[src/hw/pid_pkg.sv]
package pid_pkg;

  localparam int PARCEL_W         = 16;
  localparam int WORD_W           = 64;
  localparam int PARCELS_PER_WORD = 4;
  localparam int INST_W           = 48;
  localparam int MASK_W           = 64;
  localparam int ELEM_IDX_W       = 7;

  // First-parcel field positions, numbered from bit 0 upward
  localparam int G_MSB = 15;
  localparam int G_LSB = 12;
  localparam int H_MSB = 11;
  localparam int H_LSB = 9;
  localparam int I_MSB = 8;
  localparam int I_LSB = 6;
  localparam int J_MSB = 5;
  localparam int J_LSB = 3;
  localparam int K_MSB = 2;
  localparam int K_LSB = 0;
  localparam int I_TOP = 8;

  // Parcel counts of the three instruction lengths
  localparam logic [1:0] LEN_ONE   = 2'h1;
  localparam logic [1:0] LEN_TWO   = 2'h2;
  localparam logic [1:0] LEN_THREE = 2'h3;

  // Opcode classes that pick the length
  localparam logic [6:0] OP_BRANCH_LO = 7'h06;
  localparam logic [6:0] OP_BRANCH_HI = 7'h0f;
  localparam logic [6:0] OP_IMM_A     = 7'h10;
  localparam logic [6:0] OP_IMM_A_ALT = 7'h11;
  localparam logic [6:0] OP_IMM_S     = 7'h20;
  localparam logic [6:0] OP_IMM_S_ALT = 7'h21;
  localparam logic [3:0] OP_MEM_LO    = 4'h8;
  localparam logic [3:0] OP_MEM_HI    = 4'hb;

  typedef enum logic [2:0] {
    FMT_ONE,
    FMT_BRANCH2,
    FMT_IMM3,
    FMT_BRANCH3,
    FMT_MEMREF3
  } pid_fmt_e;

endpackage

[src/hw/pid_dec_if.sv]
`timescale 1ns/1ns
interface pid_dec_if;
  logic [47:0]      inst;
  logic             legacy_mode;
  pid_pkg::pid_fmt_e fmt;
  logic [1:0]       len;
  logic [6:0]       combined_opcode;
  logic [3:0]       opcode4;
  logic [2:0]       res_d;
  logic [2:0]       opa_d;
  logic [2:0]       opb_d;
  logic [5:0]       jk_value;
  logic [23:0]      addr24;
  logic [31:0]      wide_immediate_value;
  logic [7:0]       branch_opcode8;
  logic             result_field_top_bit;
  logic [2:0]       index_d;

  modport decoder (
    input  inst,
    input  legacy_mode,
    output fmt,
    output len,
    output combined_opcode,
    output opcode4,
    output res_d,
    output opa_d,
    output opb_d,
    output jk_value,
    output addr24,
    output wide_immediate_value,
    output branch_opcode8,
    output result_field_top_bit,
    output index_d
  );

  modport user (
    output inst,
    output legacy_mode,
    input  fmt,
    input  len,
    input  combined_opcode,
    input  opcode4,
    input  res_d,
    input  opa_d,
    input  opb_d,
    input  jk_value,
    input  addr24,
    input  wide_immediate_value,
    input  branch_opcode8,
    input  result_field_top_bit,
    input  index_d
  );
endinterface

[src/hw/pid_field_dec.sv]
`timescale 1ns/1ns
module pid_field_dec (
  pid_dec_if.decoder d
);
  logic [15:0] p1;
  logic [15:0] p2;
  logic [15:0] p3;
  logic [3:0]  g;
  logic [2:0]  h;
  logic [2:0]  i;
  logic [2:0]  j;
  logic [2:0]  k;
  logic [6:0]  op7;

  assign p1 = d.inst[47:32];
  assign p2 = d.inst[31:16];
  assign p3 = d.inst[15:0];
  // Five fields in the first parcel, later parcels whole
  assign g  = p1[pid_pkg::G_MSB:pid_pkg::G_LSB];
  assign h  = p1[pid_pkg::H_MSB:pid_pkg::H_LSB];
  assign i  = p1[pid_pkg::I_MSB:pid_pkg::I_LSB];
  assign j  = p1[pid_pkg::J_MSB:pid_pkg::J_LSB];
  assign k  = p1[pid_pkg::K_MSB:pid_pkg::K_LSB];
  assign op7 = {g, h};

  assign d.combined_opcode      = op7;
  assign d.opcode4              = g;
  assign d.index_d              = h;
  assign d.res_d                = i;
  assign d.opa_d                = j;
  assign d.opb_d                = k;
  assign d.jk_value             = {j, k};
  assign d.result_field_top_bit = p1[pid_pkg::I_TOP];
  // Top result bit is zero in this form, so the address drops it
  assign d.addr24               = {i[1:0], j, k, p2};
  // Second parcel holds the low half, third the high half
  assign d.wide_immediate_value = {p3, p2};
  assign d.branch_opcode8       = {op7, i[2]};

  always_comb
  begin
    d.fmt = pid_pkg::FMT_ONE;
    d.len = pid_pkg::LEN_ONE;
    if (g >= pid_pkg::OP_MEM_LO && g <= pid_pkg::OP_MEM_HI)
    begin
      d.fmt = pid_pkg::FMT_MEMREF3;
      d.len = pid_pkg::LEN_THREE;
    end
    else if (op7 >= pid_pkg::OP_BRANCH_LO && op7 <= pid_pkg::OP_BRANCH_HI)
    begin
      if (d.legacy_mode)
      begin
        d.fmt = pid_pkg::FMT_BRANCH2;
        d.len = pid_pkg::LEN_TWO;
      end
      else
      begin
        d.fmt = pid_pkg::FMT_BRANCH3;
        d.len = pid_pkg::LEN_THREE;
      end
    end
    else if (op7 == pid_pkg::OP_IMM_A || op7 == pid_pkg::OP_IMM_A_ALT ||
             op7 == pid_pkg::OP_IMM_S || op7 == pid_pkg::OP_IMM_S_ALT)
    begin
      d.fmt = pid_pkg::FMT_IMM3;
      d.len = pid_pkg::LEN_THREE;
    end
  end
endmodule // pid_field_dec

[src/hw/pid_decoder.sv]
`timescale 1ns/1ns
// How it works
// - Every instruction is one, two or three 16-bit parcels long and nothing else.
// - A 64-bit word carries four parcels, parcel 0 in the top sixteen bits and parcel 3 last.
// - Decoding may begin at any parcel, and parcel 3 of a word runs on into parcel 0 of the next.
// - The first parcel splits into five fields while later parcels are each one field.
// - In the discrete form the two leading fields are the opcode, the third the result and the last two the operands.
// - In the combined one-parcel form the two trailing fields read as one 6-bit value.
// - The legacy two-parcel branch has a 7-bit opcode and a 24-bit parcel address whose top result bit is zero.
// - The three-parcel immediate has a 7-bit opcode, a 3-bit result and a 32-bit constant from parcels two and three.
// - The native three-parcel branch takes its address from parcels two and three and its opcode may include the top result bit.
// - The three-parcel memory reference has a 4-bit opcode, a 3-bit index and a 3-bit data register with a 32-bit address.
// - The low mask register covers elements 0 to 63 and the high mask register elements 64 to 127.
// - Bits are numbered from the least significant upward, each number being its weight.
module pid_decoder #(
  parameter int WORDS_HELD = 2
) (
  input  wire logic              ref_clk,
  input  wire logic              rstn,
  input  wire logic              ce,
  input  wire logic              legacy_mode,
  input  wire logic              redirect,
  input  wire logic [1:0]        redirect_parcel,
  input  wire logic              word_valid,
  input  wire logic [63:0]       word_data,
  output logic                   word_ready,
  output logic                   inst_valid,
  input  wire logic              inst_ready,
  output pid_pkg::pid_fmt_e      inst_fmt,
  output logic [1:0]             inst_len,
  output logic [6:0]             combined_opcode,
  output logic [3:0]             mem_opcode,
  output logic [2:0]             result_reg,
  output logic [2:0]             operand_a_reg,
  output logic [2:0]             operand_b_reg,
  output logic [5:0]             jk_value,
  output logic [23:0]            branch_addr,
  output logic [31:0]            wide_immediate_value,
  output logic [7:0]             branch_opcode,
  output logic                   result_field_top_bit,
  output logic [2:0]             index_reg,
  input  wire logic [63:0]       mask_low_register,
  input  wire logic [63:0]       mask_high_register,
  input  wire logic [6:0]        elem_idx,
  output logic                   elem_mask_bit
);

  // buf0 holds the parcel at ptr, buf1 the word after it
  typedef struct packed {
    logic [63:0]       buf0;
    logic [63:0]       buf1;
    logic [1:0]        nwords;
    logic [1:0]        ptr;
    logic              out_valid;
    pid_pkg::pid_fmt_e out_fmt;
    logic [1:0]        out_len;
    logic [6:0]        out_op7;
    logic [3:0]        out_op4;
    logic [2:0]        out_i;
    logic [2:0]        out_j;
    logic [2:0]        out_k;
    logic [5:0]        out_jk;
    logic [23:0]       out_addr;
    logic [31:0]       out_imm;
    logic [7:0]        out_bop;
    logic              out_top;
    logic [2:0]        out_idx;
    logic              elem_bit;
  } pid_state_s;

  pid_state_s st_r;
  pid_state_s st_nxt;
  pid_dec_if  dec ();

  logic [127:0] window_w;
  logic [2:0]   ptr3;
  logic [15:0]  par_first;
  logic [15:0]  par_second;
  logic [15:0]  par_third;
  logic [3:0]   need;
  logic [3:0]   avail;
  logic         fits;
  logic         slot_free;
  logic         window_full;
  logic         can_issue;
  logic         take_word;

  // Parcel n of the two-word window; parcel 0 of a word is its top sixteen bits
  function automatic logic [15:0] pid_parcel(input logic [127:0] w, input logic [2:0] idx);
    pid_parcel = w[(3'd7 - idx) * 16 +: 16];
  endfunction

  // Element numbers below 64 select the low register, the rest the high one
  function automatic logic pid_mask_pick(input logic [63:0] lo,
                                         input logic [63:0] hi,
                                         input logic [6:0]  elem);
    logic [5:0] bitpos;
    bitpos = elem[5:0];
    if (elem[6])
    begin
      pid_mask_pick = hi[bitpos];
    end
    else
    begin
      pid_mask_pick = lo[bitpos];
    end
  endfunction

  assign window_w = {st_r.buf0, st_r.buf1};
  assign ptr3     = {1'b0, st_r.ptr};

  // Three parcels are always presented; unused ones are ignored by length.
  // Parcels past the instruction may be stale, so fields built from them
  // mean something only for the formats that own those parcels.
  assign par_first  = pid_parcel(window_w, ptr3);
  assign par_second = pid_parcel(window_w, ptr3 + 3'd1);
  assign par_third  = pid_parcel(window_w, ptr3 + 3'd2);
  assign dec.inst   = {par_first, par_second, par_third};
  assign dec.legacy_mode = legacy_mode;

  pid_field_dec u_dec (
    .d (dec.decoder)
  );

  // Four parcels per word held; need is one past the instruction's last parcel
  assign need      = {2'b00, st_r.ptr} + {2'b00, dec.len};
  assign avail     = {st_r.nwords, 2'b00};
  // Issue only once every parcel of the instruction has arrived
  assign fits      = (need <= avail);
  assign slot_free = !st_r.out_valid || inst_ready;
  assign can_issue = ce && !redirect && fits && slot_free;
  // A full window stalls fetch for a cycle even if a shift is due; keeps the path short
  assign window_full = (st_r.nwords == 2'(WORDS_HELD));
  assign word_ready  = ce && !redirect && !window_full;
  assign take_word  = word_ready && word_valid;

  always_comb
  begin
    st_nxt = st_r;
    if (st_r.out_valid && inst_ready)
    begin
      st_nxt.out_valid = 1'b0;
    end
    if (can_issue)
    begin
      st_nxt.out_valid = 1'b1;
      st_nxt.out_fmt   = dec.fmt;
      st_nxt.out_len   = dec.len;
      st_nxt.out_op7   = dec.combined_opcode;
      st_nxt.out_op4   = dec.opcode4;
      st_nxt.out_i     = dec.res_d;
      st_nxt.out_j     = dec.opa_d;
      st_nxt.out_k     = dec.opb_d;
      st_nxt.out_jk    = dec.jk_value;
      st_nxt.out_addr  = dec.addr24;
      st_nxt.out_imm   = dec.wide_immediate_value;
      st_nxt.out_bop   = dec.branch_opcode8;
      st_nxt.out_top   = dec.result_field_top_bit;
      st_nxt.out_idx   = dec.index_d;
      st_nxt.ptr       = need[1:0];
      // Past parcel 3 the next word becomes the current one
      if (need[2])
      begin
        st_nxt.buf0   = st_r.buf1;
        st_nxt.nwords = st_r.nwords - 2'd1;
      end
    end
    if (take_word)
    begin
      if (st_nxt.nwords == 2'd0)
      begin
        st_nxt.buf0 = word_data;
      end
      else
      begin
        st_nxt.buf1 = word_data;
      end
      st_nxt.nwords = st_nxt.nwords + 2'd1;
    end
    // Branch target: next word fetched is the target word.
    // Placed last; an issue or a word taken cannot happen in this cycle, as both are held off while redirect is high.
    if (ce && redirect)
    begin
      st_nxt.nwords    = 2'd0;
      st_nxt.ptr       = redirect_parcel;
      st_nxt.out_valid = 1'b0;
    end
    st_nxt.elem_bit = pid_mask_pick(mask_low_register, mask_high_register, elem_idx);
  end

  always_ff @(posedge ref_clk)
  begin
    if (!rstn)
    begin
      // Buffers need no clearing once nwords is zero, but a full clear costs little
      st_r <= '0;
    end
    else if (ce)
    begin
      st_r <= st_nxt;
    end
  end

  // Every field is shown for every format; the consumer picks by inst_fmt
  assign inst_valid           = st_r.out_valid;
  assign inst_fmt             = st_r.out_fmt;
  assign inst_len             = st_r.out_len;
  assign combined_opcode      = st_r.out_op7;
  assign mem_opcode           = st_r.out_op4;
  assign result_reg           = st_r.out_i;
  assign operand_a_reg        = st_r.out_j;
  assign operand_b_reg        = st_r.out_k;
  assign jk_value             = st_r.out_jk;
  assign branch_addr          = st_r.out_addr;
  assign wide_immediate_value = st_r.out_imm;
  assign branch_opcode        = st_r.out_bop;
  assign result_field_top_bit = st_r.out_top;
  assign index_reg            = st_r.out_idx;
  assign elem_mask_bit        = st_r.elem_bit;

endmodule // pid_decoder

[config.mk]
export PLATFORM = sky130hd
export DESIGN_NAME = pid_decoder
export DESIGN_NICKNAME = d
export VERILOG_FILES = /design/src/hw/pid_pkg.sv /design/src/hw/pid_dec_if.sv /design/src/hw/pid_field_dec.sv /design/src/hw/pid_decoder.sv
export SDC_FILE = /design/constraint.sdc
export NUM_CORES = 1
export LEC_CHECK = 0
export ABC_AREA = 1
export BUFFER_PORTS_ARGS = -buffer_cell sky130_fd_sc_hd__buf_2
export CAP_MARGIN = 30
export CORE_AREA = 2 2 230 142
export DETAILED_ROUTE_END_ITERATION = 8
export DIE_AREA = 0 0 232 144
export PLACE_DENSITY = 0.72
export SYNTH_ARGS = -nofsm -noshare
export SYNTH_HDL_FRONTEND = slang
export SYNTH_HIERARCHICAL = 1
export SYNTH_SLANG_ARGS = --single-unit
[constraint.sdc]
create_clock -name ref_clk -period 5.36 [get_ports ref_clk]
set_input_delay 0.268 -clock ref_clk [delete_from_list [all_inputs] [get_ports ref_clk]]
set_output_delay 0.268 -clock ref_clk [all_outputs]
set_load 0.01 [all_outputs]
== Yosys cells after proc, flatten, opt, wreduce, memory -nomap -nowiden ==
Cells that the tools add are included.

* Bits in registers: 233
* Bits of input ports: 208
* Word-level logic and storage cells: 87

* Reduce and logical (&&, ||, !) cells: 23
* Equal/unequal tests: 5
* Bitwise gates (word level): 1
* Shift operators: 3
* Add/sub/neg operators: 8
* Order comparisons: 6
* Muxes and demuxes: 22

{| class="wikitable"
|+ Operator list
! cell !! number
|-
| 128-bit by 33-bit variable part select with 16-bit output || 3
|-
| 64-bit 2-to-1 mux || 4
|-
| 130-bit 2-to-1 mux || 1
|-
| 104-bit 2-to-1 mux || 1
|-
| 7-bit by 5-bit == test with 1-bit output (second input constant) || 2
|-
| 7-bit by 6-bit == test with 1-bit output (second input constant) || 2
|-
| 1-bit binary-select mux with 6-bit select || 2
|-
| 2-bit 2-to-1 mux || 6
|-
| 1-bit logical AND || 9
|-
| 3-bit by 3-bit subtractor with 4-bit output (first input constant) || 2
|-
| 7-bit by 3-bit >= comparator with 1-bit output (second input constant) || 1
|-
| 7-bit by 4-bit less-or-equal comparator with 1-bit output (second input constant) || 1
|-
| 6-bit by 7-bit less-than comparator with 1-bit output (second input constant) || 1
|-
| 3-bit 2-to-1 mux || 2
|-
| 2-bit AND reduction || 3
|-
| 1-bit 2-to-1 mux || 5
|-
| 5-bit 2-to-1 mux || 1
|-
| 4-bit >= comparator (second input constant) || 1
|-
| 3-bit by 4-bit less-or-equal comparator with 1-bit output || 1
|-
| 4-bit less-or-equal comparator (second input constant) || 1
|-
| 1-bit logical OR || 4
|-
| 3-bit by 2-bit subtractor with 4-bit output (first input constant) || 1
|-
| 2-bit by 1-bit adder with 3-bit output (second input constant) || 1
|-
| 2-bit by 2-bit adder with 3-bit output || 1
|-
| 10 further kinds || 12
|}

== Depth between registers and ports, before layout ==
* Depth in word-level cells: 18
* Mapped depth: 31

== Hierarchy ==
The synthesis kept the hierarchy.

{| class="wikitable"
|+ Modules (own cells, without submodules)
! module !! area each (um^2) !! times used !! cells an instance !! seq. area each (um^2)
|-
| pid_decoder || 13,058.8 || 1 || 1,975 || 4,664.5
|-
| pid_field_dec || 819.5 || 1 || 119 || 0.0
|}

== Worst setup path before layout ==
No wires, ideal clock.

* Path type: flip-flop to flip-flop
* Start: reg st_r, in the netlist ptr3[0]
* End: reg st_r[178] (netlist bit)
* Buffers on the path: 6
* Required time: 5,228 ps
* Period minus slack after synthesis: 4,623 ps
* Path slack: 737 ps
* Cell stages (with the launch flop): 30
* Arrival: 4,491 ps
* Cell sequence: dfxtp_1 -> clkbuf_1 -> inv_2 -> clkbuf_1 -> clkbuf_1 -> a21oi_1 -> a21oi_1 -> nand2_1 -> nand2_1 -> nand3_2 -> inv_1 -> nand2_1 -> ha_1 -> fa_1 -> inv_1 -> ha_1 -> nand3_1 -> nand2_1 -> nand2_2 -> nor2_4 -> buf_4 -> mux2i_1 -> ha_1 -> clkinv_1 -> nor2_4 -> inv_2 -> buf_6 -> buf_2 -> o211ai_1 -> a21oi_1

* Elaborated cells between the ends (all ways): 29
* Those cells by class: add/sub: 2; order compare: 5; eq/ne: 4; shift: 1; mux: 9; reduce/logical: 8

{| class="wikitable"
|+ RTL lines
! item !! line !! text
|-
| start, declared || pid_decoder.sv:71 || <nowiki>pid_state_s st_r;</nowiki>
|-
| start signal, assigned || pid_decoder.sv:200 || <nowiki>st_r <= st_nxt;</nowiki>
|-
| 3-bit by 2-bit subtractor with 4-bit output (*) || pid_decoder.sv:90 || <nowiki>pid_parcel = w[(3'd7 - idx) * 16 +: 16];</nowiki>
|-
| 128-bit by 33-bit variable part select with 16-bit output (*) || pid_decoder.sv:90 ||
|-
| named net par_first[10] || pid_decoder.sv:77 || <nowiki>logic [15:0] par_first;</nowiki>
|-
| 7-bit by 3-bit >= comparator with 1-bit output / 7-bit by 4-bit less-or-equal comparator with 1-bit output (equally long branches) || pid_field_dec.sv:49 || <nowiki>else if (op7 >= pid_pkg::OP_BRANCH_LO && op7 <= pid_pkg::OP_BRANCH_HI)</nowiki>
|-
| 1-bit logical AND (*) || pid_field_dec.sv:49 ||
|-
| 2-bit 2-to-1 mux (*) || pid_field_dec.sv:49 ||
|-
| 2-bit 2-to-1 mux (*) || pid_field_dec.sv:44 || <nowiki>if (g >= pid_pkg::OP_MEM_LO && g <= pid_pkg::OP_MEM_HI)</nowiki>
|-
| named net dec.len[0] || pid_dec_if.sv:6 || <nowiki>logic [1:0] len;</nowiki>
|-
| 2-bit by 2-bit adder with 3-bit output (*) || pid_decoder.sv:126 || <nowiki>assign need = {2'b00, st_r.ptr} + {2'b00, dec.len};</nowiki>
|-
| 3-bit by 4-bit less-or-equal comparator with 1-bit output || pid_decoder.sv:129 || <nowiki>assign fits = (need <= avail);</nowiki>
|-
| 1-bit logical AND (2 in a row) || pid_decoder.sv:131 || <nowiki>assign can_issue = ce && !redirect && fits && slot_free;</nowiki>
|-
| 104-bit 2-to-1 mux || pid_decoder.sv:144 || <nowiki>if (can_issue)</nowiki>
|-
| 2-bit logical NOT || pid_decoder.sv:170 || <nowiki>if (st_nxt.nwords == 2'd0)</nowiki>
|-
| 64-bit 2-to-1 mux || pid_decoder.sv:170 ||
|-
| 130-bit 2-to-1 mux (*) || pid_decoder.sv:168 || <nowiki>if (take_word)</nowiki>
|}

Mark *: on every way through the listed nets, which the timed path passes. The rest lies on a longest branch. The select of a mux whose other input is x is not followed.
A chain may end at the register's enable or synchronous reset.

== Worst setup path after layout ==
* Start: reg st_r, in the netlist ptr3[1]
* End: reg st_r[137] (netlist bit)

* Elaborated cells between the ends (all ways): 27
* Those cells by class: add/sub: 2; order compare: 5; eq/ne: 4; shift: 1; mux: 5; bitwise: 1; reduce/logical: 9

{| class="wikitable"
|+ RTL lines
! item !! line
|-
| 3-bit by 2-bit subtractor with 4-bit output (*) || pid_decoder.sv:90
|-
| 128-bit by 33-bit variable part select with 16-bit output (*) || pid_decoder.sv:90
|-
| named net par_first[12] || pid_decoder.sv:77
|-
| 7-bit by 3-bit >= comparator with 1-bit output / 7-bit by 4-bit less-or-equal comparator with 1-bit output (equally long branches) || pid_field_dec.sv:49
|-
| 1-bit logical AND || pid_field_dec.sv:49
|-
| 2-bit 2-to-1 mux || pid_field_dec.sv:49
|-
| 2-bit 2-to-1 mux (*) || pid_field_dec.sv:44
|-
| named net dec.len[0] || pid_dec_if.sv:6
|-
| 2-bit by 2-bit adder with 3-bit output (*) || pid_decoder.sv:126
|-
| 3-bit by 4-bit less-or-equal comparator with 1-bit output || pid_decoder.sv:129
|-
| 1-bit logical AND (2 in a row) || pid_decoder.sv:131
|-
| 104-bit 2-to-1 mux (*) || pid_decoder.sv:144
|-
| 2-bit logical NOT (*) || pid_decoder.sv:170
|-
| 1-bit inverter (no source line) (*) || n/a
|-
| 3-bit AND reduction (no source line) (*) || n/a
|}

Marks and branches as above.

==> impl_metrics.yaml <==
status:
  status: "complete, no violations"
placement:
  gp_congestion: 0.923
  placed_cell_area_mm2: 0.0141
  io_buffers: 309
  dpl.hpwl_mm: 34.0
  preCtsSetupSlack_ps: 199
  place_inst: 2498
floorplan:
  initial_core_util_pct: 43.9
  die_w_um: 232
  row_count: 51
  ioPinCount: 310
  die_h_um: 144
  core_mm2: 0.0316
  die_area_mm2: 0.0334
cts:
  numCtsBuffers: 22
  cts_tree: "built"
  root_buffer: "clkbuf_16"
  clk_path_buf_depth: 3
  clock_latency_ps: 530
  clk_pin_slew_ps: 70
  cts_num_sinks: 233
  htree_levels: 1
cells_and_area:
  drive_gt1_share_pct: 18.7
  diodes: 0
  multiInputGateArea_mm2: 0.00667
  final_cells: 2537
  design_area_mm2: 0.0149
  syn_to_final_growth_pct: 7.28
  fillers: 3241
  area.sequential_mm2: 0.00467
  largest_reg_flops: 128
  top_register: "st_r"
  finalNetCount: 2313
power:
  power.total_mw: 4.47
  peakVddDrop_uv: 164
  clkPwrFrac_pct: 37.5
  leakagePower_nw: 6.06
  combPwrFrac_pct: 20.5
  cell_internal_pwr_mw: 3.10
  power.density_mw_per_mm2: 301
  seqPwrFrac_pct: 42.0
  power.switching_mw: 1.37
  netSwitchingFraction_pct: 30.7
global_route:
  grt_max_degree: 110
  grtUsageTotal_pct: 27.5
  grt-ovfl-total: 0
  grt_pass1_vias: 12638
  grt_pass1_wl_mm: 71.9
  antenna_found_initial: 0
yosys:
  synth_seq_area_share_pct: 33.6
  syn_avg_cell_area_um2: 6.63
  syn_nets: 2308
  yosys.area.top_type: "dfxtp_1"
  synthDistinctLibCells: 30
  yosysWarnings: 6
  syn_area_mm2: 0.0139
  synth-seq-cells: 233
  synthTopCellsByArea: "dfxtp_1 34%, o21ai_0 11%, buf_4 11%"
  yosysTopAreaCellShare_pct: 33.6
  synth_cells: 2094
timing:
  hold_viol: 0
  tightest_slew_ps: 1110
  relSlewSlack_pct: 25.3
  final.setup.tns_ps: 0
  setup_viol: 0
  clock_skew_ps: 11.0
  slew_violations: 0
  fmax_mhz: 207
  finalCriticalPeriod_ps: 4840
  grt_setup_unrepaired: "false"
  postLayoutSetupSlackWorst_ps: 522
  timing.final.crit_share_pct: 90.3
flow_run:
  drv_cap: 0
worst_setup_path:
  slowest_stage: "dfxtp_1"
  crit_top_cell: "nand2_1"
  cp-end-kind: "flop"
  critical_path_arrival_ps: 5300
  crit_fanout: 64
  max_stage_delay_ps: 370
  worstSetupPathType: "reg2reg"
  startpoint_type: "flop"
  cp.required_ps: 5820
route:
  routedWlPerCell_um: 19.0
  vias_per_cell: 5.66
  ant_nets: 0
  dr.first_iter.drc_count: 1834
  drt_pass1_iterations: 6
  routed_wl_mm: 48.3
  via_count: 14363
  drc: 0
worst_hold_path:
  holdCritPathClass: "in2reg"
-- stage by stage --
| stage | utilization [%] | hold WS (ps) |
|---|---|---|
| 2_1_floorplan | - | 423 |
| 3_3_place_gp | 44.5 | 452 |
| 3_5_place_dp | 44.6 | 455 |
| 4_1_cts | 47.0 | 7.66 |
| 5_1_grt | 47.1 | 32.3 |
| 6_report | 47.1 | 15.1 |
-- metal layers --
metal	global-route usage, %	vias to the layer above	part of all wire (%)
met2	39.1	713	41
met5	0.744	-	0
met4	4.22	0	1.4
li1	-	6839	-
met3	7.69	58	12
met1	41.4	6753	46
-- layout make-up --
class / instances / area share (%)
Clock buffer: 34 / 4.61
Clock inverter: 4 / 0.487
Inverter: 116 / 2.97
Multi-Input combinational cell: 1388 / 44.8
Sequential cell: 233 / 31.3
Tap cell: 424 / 3.56
Timing Repair Buffer: 338 / 12.2
-- repair_timing --
action | 4_1_cts | 5_1_grt
setup buffers | 0 | 0
hold endpoints to repair | 1 | 0
setup endpoints to repair | 0 | 68
resized for setup | 0 | 7
hold buffers | 1 | 0
-- worst max-delay path: cells and delay by family (launching register included) --
| family | cells | cell delay (ps) |
|---|---|---|
| flops | 1 | 370 |
| compound gates | 5 | 820 |
| buf+inv | 10 | 1680 |
| simple gates | 10 | 1010 |
| fa+ha+maj | 4 | 860 |
-- final timing paths --
kind,from,end,slack (ps),cells after the start
max,ptr3[1],st_r[137],520,29
min,redirect_parcel[0],ptr3[0],20,3
max reg2reg,ptr3[1],st_r[137],520,29
min reg2reg,st_r[206],st_r[206],470,2
-- layout by cell type (no fill, tap or decap), drive strengths merged, types with 2 or more instances in the layout --
cell	instances
nor2	223
bufinv	2
clkinvlp	2
a31oi	16
ha	5
inv	113
o211ai	82
nand2	316
a21oi	267
buf	337
clkbuf	34
nand3	157
a221oi	10
clkinv	3
dfxtp	233
o21ai	306
-- synth_stat cells --
| cell type | instances |
|---|---|
| nor4_1 | 1 |
| nand2_2 | 2 |
| nor2_4 | 3 |
| nand4_1 | 1 |
| o21ai_1 | 8 |
| buf_1 | 7 |
| clkinv_1 | 3 |
| inv_2 | 8 |
| mux2i_1 | 1 |
| o211ai_1 | 82 |
| a221oi_1 | 10 |
| buf_4 | 196 |
| a21oi_2 | 1 |
| a31oi_1 | 16 |
| o21ai_0 | 298 |
| dfxtp_1 | 233 |
| a21oi_1 | 266 |
| nor2_2 | 2 |
| nand2_1 | 314 |
| nand3_2 | 2 |
| buf_2 | 40 |
| buf_6 | 1 |
| nand3_1 | 155 |
| clkbuf_1 | 113 |
| ha_1 | 5 |
| nor2_1 | 218 |
| or2_1 | 1 |
| fa_1 | 1 |
| a211oi_1 | 1 |
| inv_1 | 105 |
-- cell families after synthesis --
| group | after synthesis | share of synthesized area [%] |
|---|---|---|
| compound gates | 682 | 26.5 |
| flops | 233 | 33.6 |
| simple gates | 699 | 20.7 |
| buf+inv | 473 | 18.5 |
| mux | 1 | 0.0721 |
| fa+ha+maj | 6 | 0.595 |
-- power groups by stage --
stage	clock network [mW]	registers [mW]	logic (mW)
finish	1.68	1.88	0.918
global route	1.76	1.89	1.01
CTS	1.69	1.88	0.893
detailed placement	0	1.91	0.888
global placement	0	1.91	0.876
floorplan	0	1.90	0.758
Note: power is estimated with default switching activity, not from simulation.
